<file path="src/hw/adder_pkg.sv">
// constants shared by the 24-bit binary/bcd lookahead adder and its digit stage
// assumes: single clock domain, operands delivered by same-clock processor logic
package adder_pkg;

	// datapath geometry
	localparam int DATA_W = 24;
	localparam int DIGIT_W = 4;
	localparam int STAGES = 6;
	localparam int LEN_W = 5;
	localparam int MODE_W = 2;

	// longest operation in bits, also used for out-of-range lengths
	localparam logic [4:0] LEN_FULL = 5'h18;
	// single bcd digit length
	localparam logic [4:0] LEN_DIGIT = 5'h04;

	// arithmetic type field encodings
	localparam logic [1:0] MODE_BINARY = 2'h0;
	localparam logic [1:0] MODE_BCD = 2'h1;

	// bcd decade correction value
	localparam logic [3:0] SIX_CORR = 4'h6;
	// largest legal bcd digit
	localparam logic [3:0] BCD_MAX = 4'h9;

	// values after reset
	localparam logic [23:0] RESULT_RST = 24'h000000;
	localparam logic [5:0] DIGIT_CARRY_RST = 6'h00;
	localparam logic CARRY_RST = 1'b0;

	// a operand sources
	typedef enum logic [1:0] {
		A_SEL_FIRST = 2'h0,
		A_SEL_ADDR = 2'h1,
		A_SEL_LEN = 2'h2
	} a_sel_t;

	// b operand sources
	typedef enum logic [1:0] {
		B_SEL_SECOND = 2'h0,
		B_SEL_LITERAL = 2'h1,
		B_SEL_LENFLD = 2'h2,
		B_SEL_SCRATCH = 2'h3
	} b_sel_t;

endpackage

</file>
<file path="src/hw/bcd_lookahead_adder.sv">
// 24-bit binary/bcd adder-subtracter built from six lookahead digit stages
// assumes: operands, selects and control come from logic on clk_i, no syncing
//
// Notes on behaviour
// (RQ1) six cascaded 4-bit stages with carry logic
// (RQ2) a and b operands picked from listed sources
// (RQ3) sum bit is a xor b xor carry
// (RQ4) add propagate when exactly one bit set
// (RQ5) add generate only when both bits set
// (RQ6) stage carries formed in parallel, no ripple
// (RQ7) weight-2 carry from g1 or p1 with cin
// (RQ8) weight-4 carry: g2, p2g1, p2p1cin
// (RQ9) weight-8 carry from generates through propagate chain
// (RQ10) stage carry: internal carry or all-propagate cin
// (RQ11) top selected stage carry cut, shown as level
// (RQ12) software keeps the carry itself if wanted
// (RQ13) carry flag enters lowest stage as carry
// (RQ14) length sets width, mode 00 binary 01 bcd
// (RQ15) bcd needs mode 01, length multiple of four
// (RQ16) bcd digit above nine gets plus six
// (RQ17) bcd forces carry when digit reaches ten
// (RQ18) bcd length four shows decade carry out
// (RQ19) bcd carry from adder path, not correction
// (RQ20) same unit computes a minus b minus flag
// (RQ21) subtract only when subtract select asserted
// (RQ22) bcd borrow digit corrected by minus six
`timescale 1ns/1ps
module bcd_lookahead_adder (
	// clock and reset
	input wire logic clk_i,
	input wire logic rst_i,
	// operation request
	input wire logic op_valid_i,
	input wire logic subtract_i,
	input wire logic [1:0] mode_i,
	input wire logic [4:0] operand_length_field_i,
	input wire logic carry_flag_i,
	// a operand sources
	input wire logic [1:0] a_sel_i,
	input wire logic [23:0] first_operand_i,
	input wire logic [23:0] field_address_reg_i,
	input wire logic [23:0] field_length_reg_i,
	// b operand sources
	input wire logic [1:0] b_sel_i,
	input wire logic [23:0] second_operand_i,
	input wire logic [23:0] micro_literal_i,
	input wire logic [23:0] left_scratchpad_i,
	// results
	output logic [23:0] result_o,
	output logic carry_out_level_o,
	output logic [5:0] digit_carry_o,
	output logic result_valid_o
);

	logic [23:0] a_operand; // selected a data
	logic [23:0] b_operand; // selected b data
	logic [23:0] half_sum; // a xor b per bit
	logic [23:0] gen_term; // per-bit generate
	logic [23:0] prop_term; // per-bit propagate
	logic [4:0] len_eff; // length clamped into 1..24
	logic bcd_mode; // mode field selects bcd
	logic sub_mode; // subtract select from control decode
	logic [6:0] stage_carry_in; // carry into each stage, [6] unused top
	logic [24:0] all_carry; // carry into each bit, [24] beyond the top
	logic [23:0] result_next; // combined digit results
	logic carry_level_next; // carry at the selected length

	// a operand mux; unused code falls back to the first register
	always_comb begin // see (RQ2)
		case (a_sel_i)
			adder_pkg::A_SEL_FIRST: a_operand = first_operand_i;
			adder_pkg::A_SEL_ADDR: a_operand = field_address_reg_i;
			adder_pkg::A_SEL_LEN: a_operand = field_length_reg_i;
			default: a_operand = first_operand_i;
		endcase
	end

	// b operand mux; the length field is zero-extended
	always_comb begin // see (RQ2)
		case (b_sel_i)
			adder_pkg::B_SEL_SECOND: b_operand = second_operand_i;
			adder_pkg::B_SEL_LITERAL: b_operand = micro_literal_i;
			adder_pkg::B_SEL_LENFLD: b_operand = {19'h00000, operand_length_field_i};
			adder_pkg::B_SEL_SCRATCH: b_operand = left_scratchpad_i;
			default: b_operand = second_operand_i;
		endcase
	end

	// only mode 01 is bcd; other codes run binary
	assign bcd_mode = (mode_i == adder_pkg::MODE_BCD); // see (RQ14)
	// add is the resting state of the unit
	assign sub_mode = subtract_i; // see (RQ21)

	// an oversize length would index past the chain and a zero one selects nothing, so run full width
	always_comb begin // see (RQ14)
		if (operand_length_field_i == 5'h00 || operand_length_field_i > adder_pkg::LEN_FULL) begin
			len_eff = adder_pkg::LEN_FULL;
		end else begin
			len_eff = operand_length_field_i;
		end
	end

	// per-bit terms; subtract flips them into borrow generate/propagate
	genvar bit_idx;
	generate
		for (bit_idx = 0; bit_idx < adder_pkg::DATA_W; bit_idx++) begin : g_bits
			assign half_sum[bit_idx] = a_operand[bit_idx] ^ b_operand[bit_idx];
			// propagate ignores the incoming carry
			assign prop_term[bit_idx] = sub_mode ? ~half_sum[bit_idx]
				: half_sum[bit_idx]; // see (RQ4)
			// generate needs both ones when adding
			assign gen_term[bit_idx] = sub_mode ? (~a_operand[bit_idx] & b_operand[bit_idx])
				: (a_operand[bit_idx] & b_operand[bit_idx]); // see (RQ5)
		end
	endgenerate

	// carry flag is the carry (or borrow) into the lowest stage
	assign stage_carry_in[0] = carry_flag_i; // see (RQ13)
	assign all_carry[0] = carry_flag_i; // see (RQ13)

	// six digit stages chained by their lookahead carries
	genvar stg;
	generate
		for (stg = 0; stg < adder_pkg::STAGES; stg++) begin : g_stage
			logic [3:0] bit_carry; // carries into bits 1..3 and out of stage
			logic [3:0] digit; // corrected digit
			localparam int LO = stg * adder_pkg::DIGIT_W;
			lookahead_stage u_stage ( // see (RQ1)
				.half_i(half_sum[LO +: 4]),
				.gen_i(gen_term[LO +: 4]),
				.prop_i(prop_term[LO +: 4]),
				.carry_i(stage_carry_in[stg]),
				.bcd_add_i(bcd_mode & ~sub_mode),
				.bcd_sub_i(bcd_mode & sub_mode),
				.digit_o(digit),
				.bit_carry_o(bit_carry)
			);
			assign result_next[LO +: 4] = digit;
			assign all_carry[LO + 4 -: 4] = bit_carry;
			// the top selected stage keeps its carry; the next one sees zero
			assign stage_carry_in[stg + 1] = (len_eff == 5'((stg + 1) * 4)) ? 1'b0
				: bit_carry[3]; // see (RQ11)
		end
	endgenerate

	// carry level taken at the selected width; in bcd add it is the decade carry, in bcd subtract the plain borrow
	assign carry_level_next = all_carry[len_eff]; // see (RQ11) (RQ18)

	// result and carry level captured per request; the carry flag is never
	// written here, software decides whether to keep the level
	always_ff @(posedge clk_i or posedge rst_i) begin // see (RQ12)
		if (rst_i) begin
			result_o <= adder_pkg::RESULT_RST;
			carry_out_level_o <= adder_pkg::CARRY_RST;
		end else if (op_valid_i) begin
			result_o <= result_next; // see (RQ20)
			carry_out_level_o <= carry_level_next; // see (RQ11)
		end
	end

	// per-stage carries, handy for multi-word bcd work
	always_ff @(posedge clk_i or posedge rst_i) begin
		if (rst_i) begin
			digit_carry_o <= adder_pkg::DIGIT_CARRY_RST;
		end else if (op_valid_i) begin
			digit_carry_o <= {all_carry[24], all_carry[20], all_carry[16],
				all_carry[12], all_carry[8], all_carry[4]};
		end
	end

	// one-cycle pulse marking a fresh result
	always_ff @(posedge clk_i or posedge rst_i) begin
		if (rst_i) begin
			result_valid_o <= 1'b0;
		end else begin
			result_valid_o <= op_valid_i;
		end
	end

	// reference values read only by the checks below
	logic [24:0] ref_add; // full-width binary sum with flag
	logic [24:0] ref_sub; // full-width binary difference with flag
	logic [24:0] len_mask; // ones over the selected width
	logic [24:0] ref_len_add; // masked sum, carry sits at bit len
	logic [4:0] ref_dig_add; // low digit sum
	logic [4:0] ref_dig_sub; // low digit difference
	logic [3:0] ref_bcd_add; // expected corrected bcd sum digit
	logic [3:0] ref_bcd_sub; // expected corrected bcd difference digit
	logic digits_ok; // both low digits are legal bcd

	assign ref_add = {1'b0, a_operand} + {1'b0, b_operand} + {24'h000000, carry_flag_i};
	assign ref_sub = {1'b0, a_operand} - {1'b0, b_operand} - {24'h000000, carry_flag_i};
	assign len_mask = (25'h0000001 << len_eff) - 25'h0000001;
	assign ref_len_add = ({1'b0, a_operand} & len_mask) + ({1'b0, b_operand} & len_mask)
		+ {24'h000000, carry_flag_i};
	assign ref_dig_add = {1'b0, a_operand[3:0]} + {1'b0, b_operand[3:0]}
		+ {4'h0, carry_flag_i};
	assign ref_dig_sub = {1'b0, a_operand[3:0]} - {1'b0, b_operand[3:0]}
		- {4'h0, carry_flag_i};
	assign ref_bcd_add = (ref_dig_add > 5'h09) ? 4'(ref_dig_add - 5'h0a) : ref_dig_add[3:0];
	assign ref_bcd_sub = ref_dig_sub[4] ? 4'(ref_dig_sub + 5'h0a) : ref_dig_sub[3:0];
	assign digits_ok = (a_operand[3:0] <= adder_pkg::BCD_MAX)
		&& (b_operand[3:0] <= adder_pkg::BCD_MAX);

	// full binary add: result and carry match a plus b plus flag
	chk_binary_add_sum: assert property ( // see (RQ3) (RQ13)
		@(posedge clk_i) disable iff (rst_i)
		op_valid_i && !subtract_i && !bcd_mode && len_eff == adder_pkg::LEN_FULL
		|=> {carry_out_level_o, result_o} == $past(ref_add))
		else $error("binary sum or carry wrong");

	// full binary subtract: borrow out is the top bit of the wide difference
	chk_binary_sub_diff: assert property ( // see (RQ20) (RQ21)
		@(posedge clk_i) disable iff (rst_i)
		op_valid_i && subtract_i && !bcd_mode && len_eff == adder_pkg::LEN_FULL
		|=> result_o == $past(ref_sub[23:0]) && carry_out_level_o == $past(ref_sub[24]))
		else $error("binary difference or borrow wrong");

	// add propagate equals exclusive-or, whatever the carries do
	chk_add_propagate: assert property ( // see (RQ4)
		@(posedge clk_i) disable iff (rst_i)
		!subtract_i |-> prop_term == (a_operand ^ b_operand))
		else $error("add propagate not exclusive-or");

	// add generate equals and of the two bits
	chk_add_generate: assert property ( // see (RQ5)
		@(posedge clk_i) disable iff (rst_i)
		!subtract_i |-> gen_term == (a_operand & b_operand))
		else $error("add generate not and");

	// binary carry level is taken at the selected length
	chk_length_carry: assert property ( // see (RQ11)
		@(posedge clk_i) disable iff (rst_i)
		op_valid_i && !subtract_i && !bcd_mode
		|=> carry_out_level_o == $past(ref_len_add[len_eff]))
		else $error("carry level not at selected length");

	// a four-bit binary add leaves the next digit without the carry
	chk_carry_cut: assert property ( // see (RQ11)
		@(posedge clk_i) disable iff (rst_i)
		op_valid_i && !subtract_i && !bcd_mode && len_eff == adder_pkg::LEN_DIGIT
		|=> result_o[7:4] == $past(4'(a_operand[7:4] + b_operand[7:4])))
		else $error("carry leaked past selected stage");

	// single bcd digit sum is corrected and its decade carry shows as level
	chk_bcd_add_digit: assert property ( // see (RQ16) (RQ17) (RQ18)
		@(posedge clk_i) disable iff (rst_i)
		op_valid_i && !subtract_i && bcd_mode && digits_ok
		&& len_eff == adder_pkg::LEN_DIGIT
		|=> result_o[3:0] == $past(ref_bcd_add)
		&& carry_out_level_o == $past(ref_dig_add > 5'h09))
		else $error("bcd sum digit or decade carry wrong");

	// single bcd digit difference is corrected by minus six on a borrow
	chk_bcd_sub_digit: assert property ( // see (RQ22)
		@(posedge clk_i) disable iff (rst_i)
		op_valid_i && subtract_i && bcd_mode && digits_ok
		&& len_eff == adder_pkg::LEN_DIGIT
		|=> result_o[3:0] == $past(ref_bcd_sub)
		&& carry_out_level_o == $past(ref_dig_sub[4]))
		else $error("bcd difference digit or borrow wrong");

	// address and literal selects reach the operands unchanged
	chk_operand_select: assert property ( // see (RQ2)
		@(posedge clk_i) disable iff (rst_i)
		(a_sel_i == adder_pkg::A_SEL_ADDR && b_sel_i == adder_pkg::B_SEL_LITERAL)
		|-> a_operand == field_address_reg_i && b_operand == micro_literal_i)
		else $error("operand select wrong");

	// result and carry level hold between requests, valid low
	chk_result_hold: assert property (
		@(posedge clk_i) disable iff (rst_i)
		!op_valid_i |=> $stable(result_o) && $stable(carry_out_level_o) && !result_valid_o)
		else $error("result changed without request");

	// carry into weight 2 of the low digit, recovered from the sum as s ^ a ^ b
	chk_weight2_carry: assert property ( // see (RQ7)
		@(posedge clk_i) disable iff (rst_i)
		!subtract_i |-> all_carry[1] == (ref_dig_add[1] ^ a_operand[1] ^ b_operand[1]))
		else $error("carry into weight 2 wrong");

	// weight-4 carry, bcd mode leaves it untouched
	chk_weight4_carry: assert property ( // see (RQ8)
		@(posedge clk_i) disable iff (rst_i)
		!subtract_i |-> all_carry[2] == (ref_dig_add[2] ^ a_operand[2] ^ b_operand[2]))
		else $error("carry into weight 4 wrong");

	// weight-8 carry through the whole propagate chain
	chk_weight8_carry: assert property ( // see (RQ9)
		@(posedge clk_i) disable iff (rst_i)
		!subtract_i |-> all_carry[3] == (ref_dig_add[3] ^ a_operand[3] ^ b_operand[3]))
		else $error("carry into weight 8 wrong");

	// binary stage carry out equals the fifth bit of the digit sum
	chk_stage_carry_out: assert property ( // see (RQ10) (RQ6)
		@(posedge clk_i) disable iff (rst_i)
		!subtract_i && !bcd_mode
		|-> all_carry[4] == ref_dig_add[4])
		else $error("stage carry out wrong");

	// subtract turns the chain into borrows, stage borrow out included
	chk_borrow_chain: assert property ( // see (RQ20) (RQ21)
		@(posedge clk_i) disable iff (rst_i)
		subtract_i
		|-> all_carry[4:1] == {ref_dig_sub[4], ref_dig_sub[3:1] ^ a_operand[3:1] ^ b_operand[3:1]})
		else $error("borrow chain wrong");

	// decade carry forced at ten or more, whatever the binary carry does
	chk_decade_carry: assert property ( // see (RQ17) (RQ19)
		@(posedge clk_i) disable iff (rst_i)
		!subtract_i && bcd_mode && digits_ok
		|-> all_carry[4] == (ref_dig_add > 5'h09))
		else $error("decade carry wrong");

	// corrected low bcd sum digit, at any length
	chk_bcd_low_sum: assert property ( // see (RQ16)
		@(posedge clk_i) disable iff (rst_i)
		!subtract_i && bcd_mode && digits_ok
		|-> result_next[3:0] == ref_bcd_add)
		else $error("bcd low sum digit wrong");

	// corrected low bcd difference digit, at any length
	chk_bcd_low_diff: assert property ( // see (RQ22)
		@(posedge clk_i) disable iff (rst_i)
		subtract_i && bcd_mode && digits_ok
		|-> result_next[3:0] == ref_bcd_sub)
		else $error("bcd low difference digit wrong");

	// full width: carry reaches stage 3 through stages 0 to 2
	chk_stage_chain: assert property ( // see (RQ1)
		@(posedge clk_i) disable iff (rst_i)
		!subtract_i && !bcd_mode && len_eff == adder_pkg::LEN_FULL
		|-> all_carry[12] == (ref_add[12] ^ a_operand[12] ^ b_operand[12]))
		else $error("carry not chained between stages");

	// every mode code but bcd gives a plain binary sum
	chk_non_bcd_binary: assert property ( // see (RQ14)
		@(posedge clk_i) disable iff (rst_i)
		mode_i != adder_pkg::MODE_BCD && !subtract_i && len_eff == adder_pkg::LEN_FULL
		|-> result_next == ref_add[23:0])
		else $error("non-bcd mode not binary");

	// each request is marked one cycle later
	chk_valid_pulse: assert property (
		@(posedge clk_i) disable iff (rst_i)
		op_valid_i |=> result_valid_o)
		else $error("result valid missing after request");

endmodule

</file>
<file path="src/hw/lookahead_stage.sv">
// one modulo-sixteen digit stage: parallel carry lookahead, sum, bcd correction
// assumes: generate/propagate/half-sum terms are formed by the parent per bit
`timescale 1ns/1ps
module lookahead_stage (
	// per-bit terms
	input wire logic [3:0] half_i,
	input wire logic [3:0] gen_i,
	input wire logic [3:0] prop_i,
	// stage carry or borrow in
	input wire logic carry_i,
	// arithmetic type of this operation
	input wire logic bcd_add_i,
	input wire logic bcd_sub_i,
	// results
	output logic [3:0] digit_o,
	output logic [3:0] bit_carry_o
);

	logic c2; // carry into weight 2
	logic c4; // carry into weight 4
	logic c8; // carry into weight 8
	logic internal_stage_carry; // lookahead element carry from generates and propagates, no carry-in
	logic c16; // binary stage carry out
	logic c10; // decade carry for bcd sum
	logic [3:0] raw; // binary digit before any correction

	// all carries are flat sums of products, no ripple through bits
	always_comb begin // see (RQ6)
		c2 = gen_i[0] | (prop_i[0] & carry_i); // see (RQ7)
		c4 = gen_i[1] | (prop_i[1] & gen_i[0]) | (prop_i[1] & prop_i[0] & carry_i); // see (RQ8)
		c8 = gen_i[2] | (prop_i[2] & gen_i[1]) | (prop_i[2] & prop_i[1] & gen_i[0])
			| (prop_i[2] & prop_i[1] & prop_i[0] & carry_i); // see (RQ9)
		internal_stage_carry = gen_i[3] | (prop_i[3] & gen_i[2])
			| (prop_i[3] & prop_i[2] & gen_i[1])
			| (prop_i[3] & prop_i[2] & prop_i[1] & gen_i[0]); // see (RQ10)
		// carry-in term kept outside the internal carry, as a separate gate
		c16 = internal_stage_carry | (&prop_i & carry_i); // see (RQ10)
	end

	// sum bit is half-sum xor incoming carry, add and subtract alike
	assign raw = half_i ^ {c8, c4, c2, carry_i}; // see (RQ3)

	// decade carry: binary carry, or a result of ten or more
	assign c10 = c16 | (raw[3] & raw[1]) | (raw[3] & raw[2]); // see (RQ17)

	// digit correction; carry comes from the adder path, never the +6 box
	always_comb begin
		if (bcd_add_i && c10) begin
			digit_o = raw + adder_pkg::SIX_CORR; // see (RQ16)
		end else if (bcd_sub_i && c16) begin
			digit_o = raw - adder_pkg::SIX_CORR; // see (RQ22)
		end else begin
			digit_o = raw;
		end
	end

	// borrow is not decade-adjusted in subtraction
	assign bit_carry_o = {(bcd_add_i ? c10 : c16), c8, c4, c2}; // see (RQ19)

endmodule

</file>
<file path="config.mk">
export PLATFORM = sky130hd
export DESIGN_NAME = bcd_lookahead_adder
export DESIGN_NICKNAME = d
export VERILOG_FILES = /design/src/hw/adder_pkg.sv /design/src/hw/bcd_lookahead_adder.sv /design/src/hw/lookahead_stage.sv
export SDC_FILE = /design/constraint.sdc
export NUM_CORES = 1
export LEC_CHECK = 0
export BUFFER_PORTS_ARGS = -buffer_cell sky130_fd_sc_hd__buf_2
export CORE_ASPECT_RATIO = 0.7
export CORE_MARGIN = 10
export CORE_UTILIZATION = 42
export CTS_BUF_LIST = sky130_fd_sc_hd__clkbuf_2 sky130_fd_sc_hd__clkbuf_4 sky130_fd_sc_hd__clkbuf_8
export DETAILED_ROUTE_END_ITERATION = 10
export PLACE_DENSITY_LB_ADDON = 0.15
export SLEW_MARGIN = 20
export SYNTH_ARGS = -nofsm -noshare
export SYNTH_HDL_FRONTEND = slang
export SYNTH_SLANG_ARGS = --single-unit
</file>
<file path="constraint.sdc">
create_clock -name clk_i -period 1.2 [get_ports clk_i]
set_input_delay 0.18 -clock clk_i [delete_from_list [all_inputs] [get_ports clk_i]]
set_output_delay 0.18 -clock clk_i [all_outputs]
set_load 0.02 [all_outputs]
</file>
### Word-level counts from Yosys, hierarchy flattened

Index checks and enable logic that the tools add are counted.

| storage, ports and cells | value |
|---|---|
| register bits | 32 |
| output and inout bits | 32 |
| bits of input ports | 160 |
| word-level logic and storage cells | 429 |

| cells by class | value |
|---|---|
| reduce and logical (&&, ||, !) cells | 21 |
| bitwise logic cells | 303 |
| magnitude comparators | 2 |
| multiplexer cells | 76 |
| equality and inequality tests | 11 |
| add/subtract/negate cells | 12 |

Operator list:

| operator | number |
|---|---|
| $and A1 B1 Y1 | 152 |
| $pmux W24 S4 | 1 |
| $or A1 B1 Y1 | 72 |
| $mux W1 | 60 |
| $not A1 Y1 | 49 |
| $mux W4 | 12 |
| $pmux W24 S2 | 1 |
| $add A4 B3 Y4 const B | 6 |
| $reduce_and A4 Y1 | 6 |
| $sub A4 B3 Y4 const B | 6 |
| $xor A1 B1 Y1 | 24 |
| $xor A4 B4 Y4 | 6 |
| $logic_and A1 B1 Y1 | 12 |
| $eq A5 B4 Y1 const B | 2 |
| $eq A5 B5 Y1 const B | 2 |
| $eq A2 B1 Y1 const B | 3 |
| $eq A2 B2 Y1 const B | 3 |
| $lt A5 B6 Y1 const B | 1 |
| $bmux W1 S5 | 1 |
| $eq A5 B3 Y1 const B | 1 |
| $gt A5 B5 Y1 const B | 1 |
| $logic_not A5 Y1 | 1 |
| $mux W5 | 1 |
| $logic_not A2 Y1 | 1 |
| $logic_or A1 B1 Y1 | 1 |

### Longest topological paths before layout

| depth | value |
|---|---|
| depth after elaboration | 56 |
| mapped depth | 30 |
| gate-level depth less buffers | 28 |

### Modules after synthesis

A second synthesis with hierarchy kept.

| unflattened totals | value |
|---|---|
| cell total of the unflattened synthesis | 665 |
| area total of the unflattened synthesis | 5,579.1 um2 |

Modules (own cells, without submodules):

| module | times used | seq. area each (um2) | area an instance (um2) | cells an instance |
|---|---|---|---|---|
| bcd_lookahead_adder | 1 | 800.8 | 3,402.0 | 383 |
| lookahead_stage | 6 | 0.0 | 362.8 | 47 |

### Worst setup path before layout

Ideal clock, no wire load.

| timing path | value |
|---|---|
| kind | input-to-reg |
| start point | input port a_sel_i[0] |
| end point | register carry_out_level_o |
| arrival | 6.702 ns |
| library setup time | 0.101 ns |
| data required time | 1.099 ns |
| path slack | -5.603 ns |
| stages on the path | 27 |
| path through | inv_1 -> ha_1 -> buf_2 -> clkinv_1 -> o21ai_1 -> xnor2_1 -> and2_1 -> o22ai_1 -> o311ai_2 -> a2111oi_4 -> a2bb2oi_2 -> o211ai_4 -> o32ai_4 -> mux2i_1 -> a2111oi_0 -> a311o_1 -> o221a_1 -> o211ai_1 -> o311ai_1 -> a2111o_1 -> nand3_2 -> a2111oi_0 -> or4_1 -> buf_2 -> or4_1 -> o311a_1 -> o32ai_1 |

| on the way | value |
|---|---|
| longest elaborated chain between the ends | 56 |
| elaborated cells on any way between the ends | 370 |
| those cells by class | eq/ne: 2; mux: 62; bitwise: 300; reduce/logical: 6 |

RTL lines:

| item | line | source |
|---|---|---|
| start: declaration | bcd_lookahead_adder.sv:39 | `input wire logic [1:0] a_sel_i,` |
| $eq A2 B2 Y1 / $eq A2 B1 Y1 (equally long branches) | bcd_lookahead_adder.sv:70 | `case (a_sel_i)` |
| $pmux W24 S2 (*) | bcd_lookahead_adder.sv:70 |  |
| $xor A1 B1 Y1 / $not A1 Y1 (equally long branches) | bcd_lookahead_adder.sv:107, bcd_lookahead_adder.sv:112 |  |
| $not A1 Y1 / $and A1 B1 Y1 (equally long branches) | bcd_lookahead_adder.sv:109, bcd_lookahead_adder.sv:112 |  |
| $mux W1, on equally long branches | bcd_lookahead_adder.sv:109, bcd_lookahead_adder.sv:112 |  |
| $and A1 B1 Y1, on equally long branches | lookahead_stage.sv:31, lookahead_stage.sv:32 |  |
| $or A1 B1 Y1 (tied with other cells) | lookahead_stage.sv:31 | `c8 = gen_i[2] \| (prop_i[2] & gen_i[1]) \| (prop_i[2] & prop_i[1] & gen_i[0])` |
| $or A1 B1 Y1 / $and A1 B1 Y1 (equally long branches) | lookahead_stage.sv:31, lookahead_stage.sv:32 |  |
| [... 39 more ...] | -- |  |
| $and A1 B1 Y1, on equally long branches | lookahead_stage.sv:32, lookahead_stage.sv:29 |  |
| $or A1 B1 Y1, on equally long branches | lookahead_stage.sv:32, lookahead_stage.sv:29 |  |
| $xor A4 B4 Y4 | lookahead_stage.sv:41 | `assign raw = half_i ^ {c8, c4, c2, carry_i};` |
| $and A1 B1 Y1 | lookahead_stage.sv:44 | `assign c10 = c16 \| (raw[3] & raw[1]) \| (raw[3] & raw[2]);` |
| $or A1 B1 Y1 (2 in a row) | lookahead_stage.sv:44 |  |
| $mux W1 | lookahead_stage.sv:58 | `assign bit_carry_o = {(bcd_add_i ? c10 : c16), c8, c4, c2};` |
| $bmux W1 S5 (*) | bcd_lookahead_adder.sv:147 | `assign carry_level_next = all_carry[len_eff];` |
| $mux W1 (implied by the code) (*) | bcd_lookahead_adder.sv:147 |  |
| end signal: assignment | bcd_lookahead_adder.sv:154 | `carry_out_level_o <= adder_pkg::CARRY_RST;` |
| end signal: assignment | bcd_lookahead_adder.sv:157 | `carry_out_level_o <= carry_level_next;` |
| end: declaration | bcd_lookahead_adder.sv:50 | `output logic carry_out_level_o,` |

Every way passes the cells marked *; elsewhere a longest branch is shown, timed or not. The select of a mux whose other input is x is not followed.
A chain may end at the register's enable or synchronous reset.

### Final worst setup path

Ends and elaborated chain as after synthesis.

==> impl_metrics.py <==
metrics = {
    "worst_setup_path": {
        "endpoint_kind": "flip-flop",
        "criticalPathCategory": "in2reg",
        "critPathMaxStageDelay_ps": 550,
        "worst_ep_required_time_ps": 1390,
        "cp_data_arrival_time_ps": 7230,
        "slowest_stage": "a2111oi_4",
        "cp-start-kind": "input port",
        "cp_common_cell": "buf_4",
        "worst-path-max-fanout": 8,
    },
    "synth": {
        "ys.flop_type": "dfrtp_1",
        "yosysWarnings": 0,
        "synth_top_family_by_area": "compound AO/OA/AOI/OAI gates",
        "synthesis.area_sq_um": 5980,
        "synth_top_area_share_pct": 13.4,
        "synth_xor_area_share_pct": 11.0,
        "ys_seq_area_share_pct": 13.4,
        "syn_inst": 815,
        "synth_nets": 989,
        "syn_area_per_cell_sq_um": 7.34,
        "synth.largest_area_cell": "dfrtp_1",
        "synth.top_cells.by_area": "dfrtp_1 13%, xnor2_1 9.2%, a21oi_1 5.3%, nand2_1 5.2%, o21ai_0 4.9%",
        "ys_top_cells_by_count": "83 x nand2_1, 78 x nor2_1, 63 x a21oi_1, 63 x xnor2_1, 59 x o21ai_0",
        "synth-simple-area-share_pct": 20.6,
        "synth_most_common_cell": "nand2_1",
        "ys_seq_elements": 32,
        "synth-adder-area-share_pct": 4.27,
        "synth-edff-count": 0,
        "ys_async_sr_fraction_pct": 100,
        "synthMuxAreaShare_pct": 8.68,
        "synth_cell_type_count": 91,
        "synth_compound_area_share_pct": 36.4,
    },
    "clock_network": {
        "cts_inserted_buffers": 5,
        "cts_max_level": 2,
        "cts_root_buffer": "clkbuf_8",
        "clk_path_buf_depth": 2,
        "tritoncts": "done",
        "clkTransAtPathRegs_ps": 60,
        "clk_latency_ps": 280,
        "cts_num_sinks": 32,
    },
    "sta": {
        "worstMarginPinSlew_ps": 830,
        "fin_crit_sh_pct": 586,
        "max_slew_margin_pct": 44.2,
        "hold_viol_final": 0,
        "holdWs_ps": 245,
        "fin_skew_ps": 0,
        "max_freq_mhz": 142,
        "setup_viol": 31,
        "slew_violations": 0,
        "setup_slack_ps": -5830,
        "rsz0062_at_grt": "yes",
        "fin_crit_ps": 7030,
    },
    "cells_and_area": {
        "nNetsFinal": 1447,
        "final_area_sq_um": 10600,
        "diodes": 0,
        "synthToLayoutAreaGrowth_pct": 76.6,
        "drive_gt1_share_pct": 53.1,
        "fillers": 956,
    },
    "job": {
        "max_cap_violations": 0,
    },
    "placement": {
        "gp_congestion": 0.954,
        "hpwl_um": 20300,
        "dp_slack_ps": -5820,
        "place_area_sq_um": 9000,
        "io_buffers": 191,
    },
    "die": {
        "die_h_um": 120,
        "fp.coreArea_sq_um": 13900,
        "dieArea_sq_um": 19500,
        "io_pins": 192,
        "rows": 36,
        "die-width_um": 163,
        "initial_core_util_pct": 43.0,
    },
    "pwr": {
        "vdd_drop_max_mv": 0.809,
        "power_switching_mw": 7.09,
        "finalPower_mw": 15.4,
        "swShare_pct": 46.0,
        "p_int_mw": 8.33,
        "power.leakage_nw": 4.88,
        "pwr-share-comb_pct": 82.2,
        "clockPowerShare_pct": 6.6,
        "p_seq_share_pct": 11.2,
        "p_per_area_nw_per_um2": 1460,
    },
    "detailed_routing": {
        "first_iter_violations": 1045,
        "drc": 0,
        "viasPerCell": 5.81,
        "dr.pass1.iters": 5,
        "vias": 8499,
        "totalWireLength_um": 28700,
        "wl_per_cell_um": 19.6,
        "ant_nets": 0,
    },
    "global_route": {
        "grt.overflow.total": 0,
        "grt_pass1_wl_um": 40300,
        "grt_max_degree": 37,
        "grt_use_total_pct": 24.7,
        "grt_pass1_vias": 7873,
        "antenna_found_initial": 1,
    },
    "run_status": {
        "status": "finished, violations left",
        "violations": "setup timing",
    },
    "min_path": {
        "hp-class": "in2reg",
    },
}
## final timing paths
check,end,slack (ps),cells past startpoint,startpoint
min,result_valid_o$_DFF_PP0_,240,2,op_valid_i
min reg2reg,result_o[13]$_DFFE_PP0P_,500,1,result_o[13]$_DFFE_PP0P_
max reg2reg,result_o[4]$_DFFE_PP0P_,430,1,result_o[4]$_DFFE_PP0P_
max,carry_out_level_o$_DFFE_PP0P_,-5830,34,a_sel_i[0]
min in group asynchronous,result_o[8]$_DFFE_PP0P_,510,4,rst_i
max in group asynchronous,result_o[18]$_DFFE_PP0P_,410,4,rst_i
## layout by cell type, fill, tap and decap left out, types with 6 or more instances in the layout
cell / synthesis / routed
mux2_2: 14 / 9
o21a_1: 7 / 7
nand2b_1: 10 / 10
ha_1: 14 / 9
xnor2_1: 63 / 48
buf_6: 3 / 33
o21ai_1: 13 / 20
a221o_1: 22 / 22
dfrtp_1: 32 / 32
o21ai_2: 1 / 8
a21oi_2: 1 / 10
nand2_1: 83 / 77
nand3_1: 17 / 16
a21oi_1: 63 / 51
nor2_1: 78 / 69
and2_1: 15 / 12
buf_2: 3 / 188
nor3_1: 17 / 10
a21o_1: 12 / 12
maj3_1: 8 / 6
xnor2_2: 0 / 12
mux2i_1: 26 / 24
o21ai_0: 59 / 40
o211ai_1: 8 / 8
inv_1: 39 / 33
nor2b_1: 11 / 10
a31oi_1: 12 / 10
buf_4: 0 / 268
## routing by layer
metal / global-route usage [%] / up-vias / share of wire, %
li1: - / 3956 / -
met1: 35.9 / 3898 / 42
met2: 35.5 / 562 / 43
met3: 7.31 / 81 / 13
met4: 4.21 / 2 / 2.7
met5: 0 / - / 0.045
## state kept, by name, indices dropped and copies added (netlist names)
signal / count
result_valid_o: 1
carry_out_level_o: 1
digit_carry_o: 6
result_o: 24
## cell families after synthesis
group,Yosys count
mux,45
fa+ha+maj,22
compound gates,294
xor+xnor,74
simple gates,264
buf+inv,84
flops,32
## timing repair
| action | CTS | global route |
|---|---|---|
| pin swaps | 50 | 86 |
| resized for setup | 105 | 113 |
| cloned | 0 | 0 |
| hold endpoints to repair | 32 | 0 |
| setup buffers | 27 | 25 |
| endpoints found under the setup margin | 31 | 31 |
| hold buffers | 1 | 0 |
## worst max-delay path: cells and delay by family
family                   cells  cell delay [ps]
AO/OA/AOI/OAI               16             3910
buffers and inverters       11             1360
AND/OR/NAND/NOR              5             1300
adder cells (fa/ha/maj)      1              310
multiplexers                 1              120
## power by group through the flow
stage          clock network [mW]  logic (mW)  registers (mW)
4_1_cts                      1.02        10.6            1.73
5_1_grt                      1.07        13.4            1.79
6_report                     1.02        12.7            1.73
3_5_place_dp                    0        9.27            1.75
2_1_floorplan                   0        4.77            2.27
3_3_place_gp                    0        9.14            1.74
## area by class of cell
| type | instances | area [sq um] | share of cell area, % |
|---|---|---|---|
| multi-input cells | 699 | 5850 | 55.3 |
| clock buffers | 6 | 76.3 | 0.722 |
| repair buffers | 495 | 3420 | 32.4 |
| flip-flops and latches | 32 | 801 | 7.58 |
| inverters | 40 | 153 | 1.44 |
| clock inverters | 2 | 35.0 | 0.331 |
| well taps | 190 | 238 | 2.25 |
## metrics by stage
step | std cells | TNS [ps] | utilization [%]
after floorplan | 815 | -104100 | -
after global routing | 1464 | -120690 | 75.9
after detailed placement | 1406 | -117750 | 64.7
after global placement | 1406 | -113070 | 64.7
final | 1464 | -116670 | 75.9
after CTS | 1442 | -104260 | 70.6
Note: power is estimated with default switching activity, not from simulation.
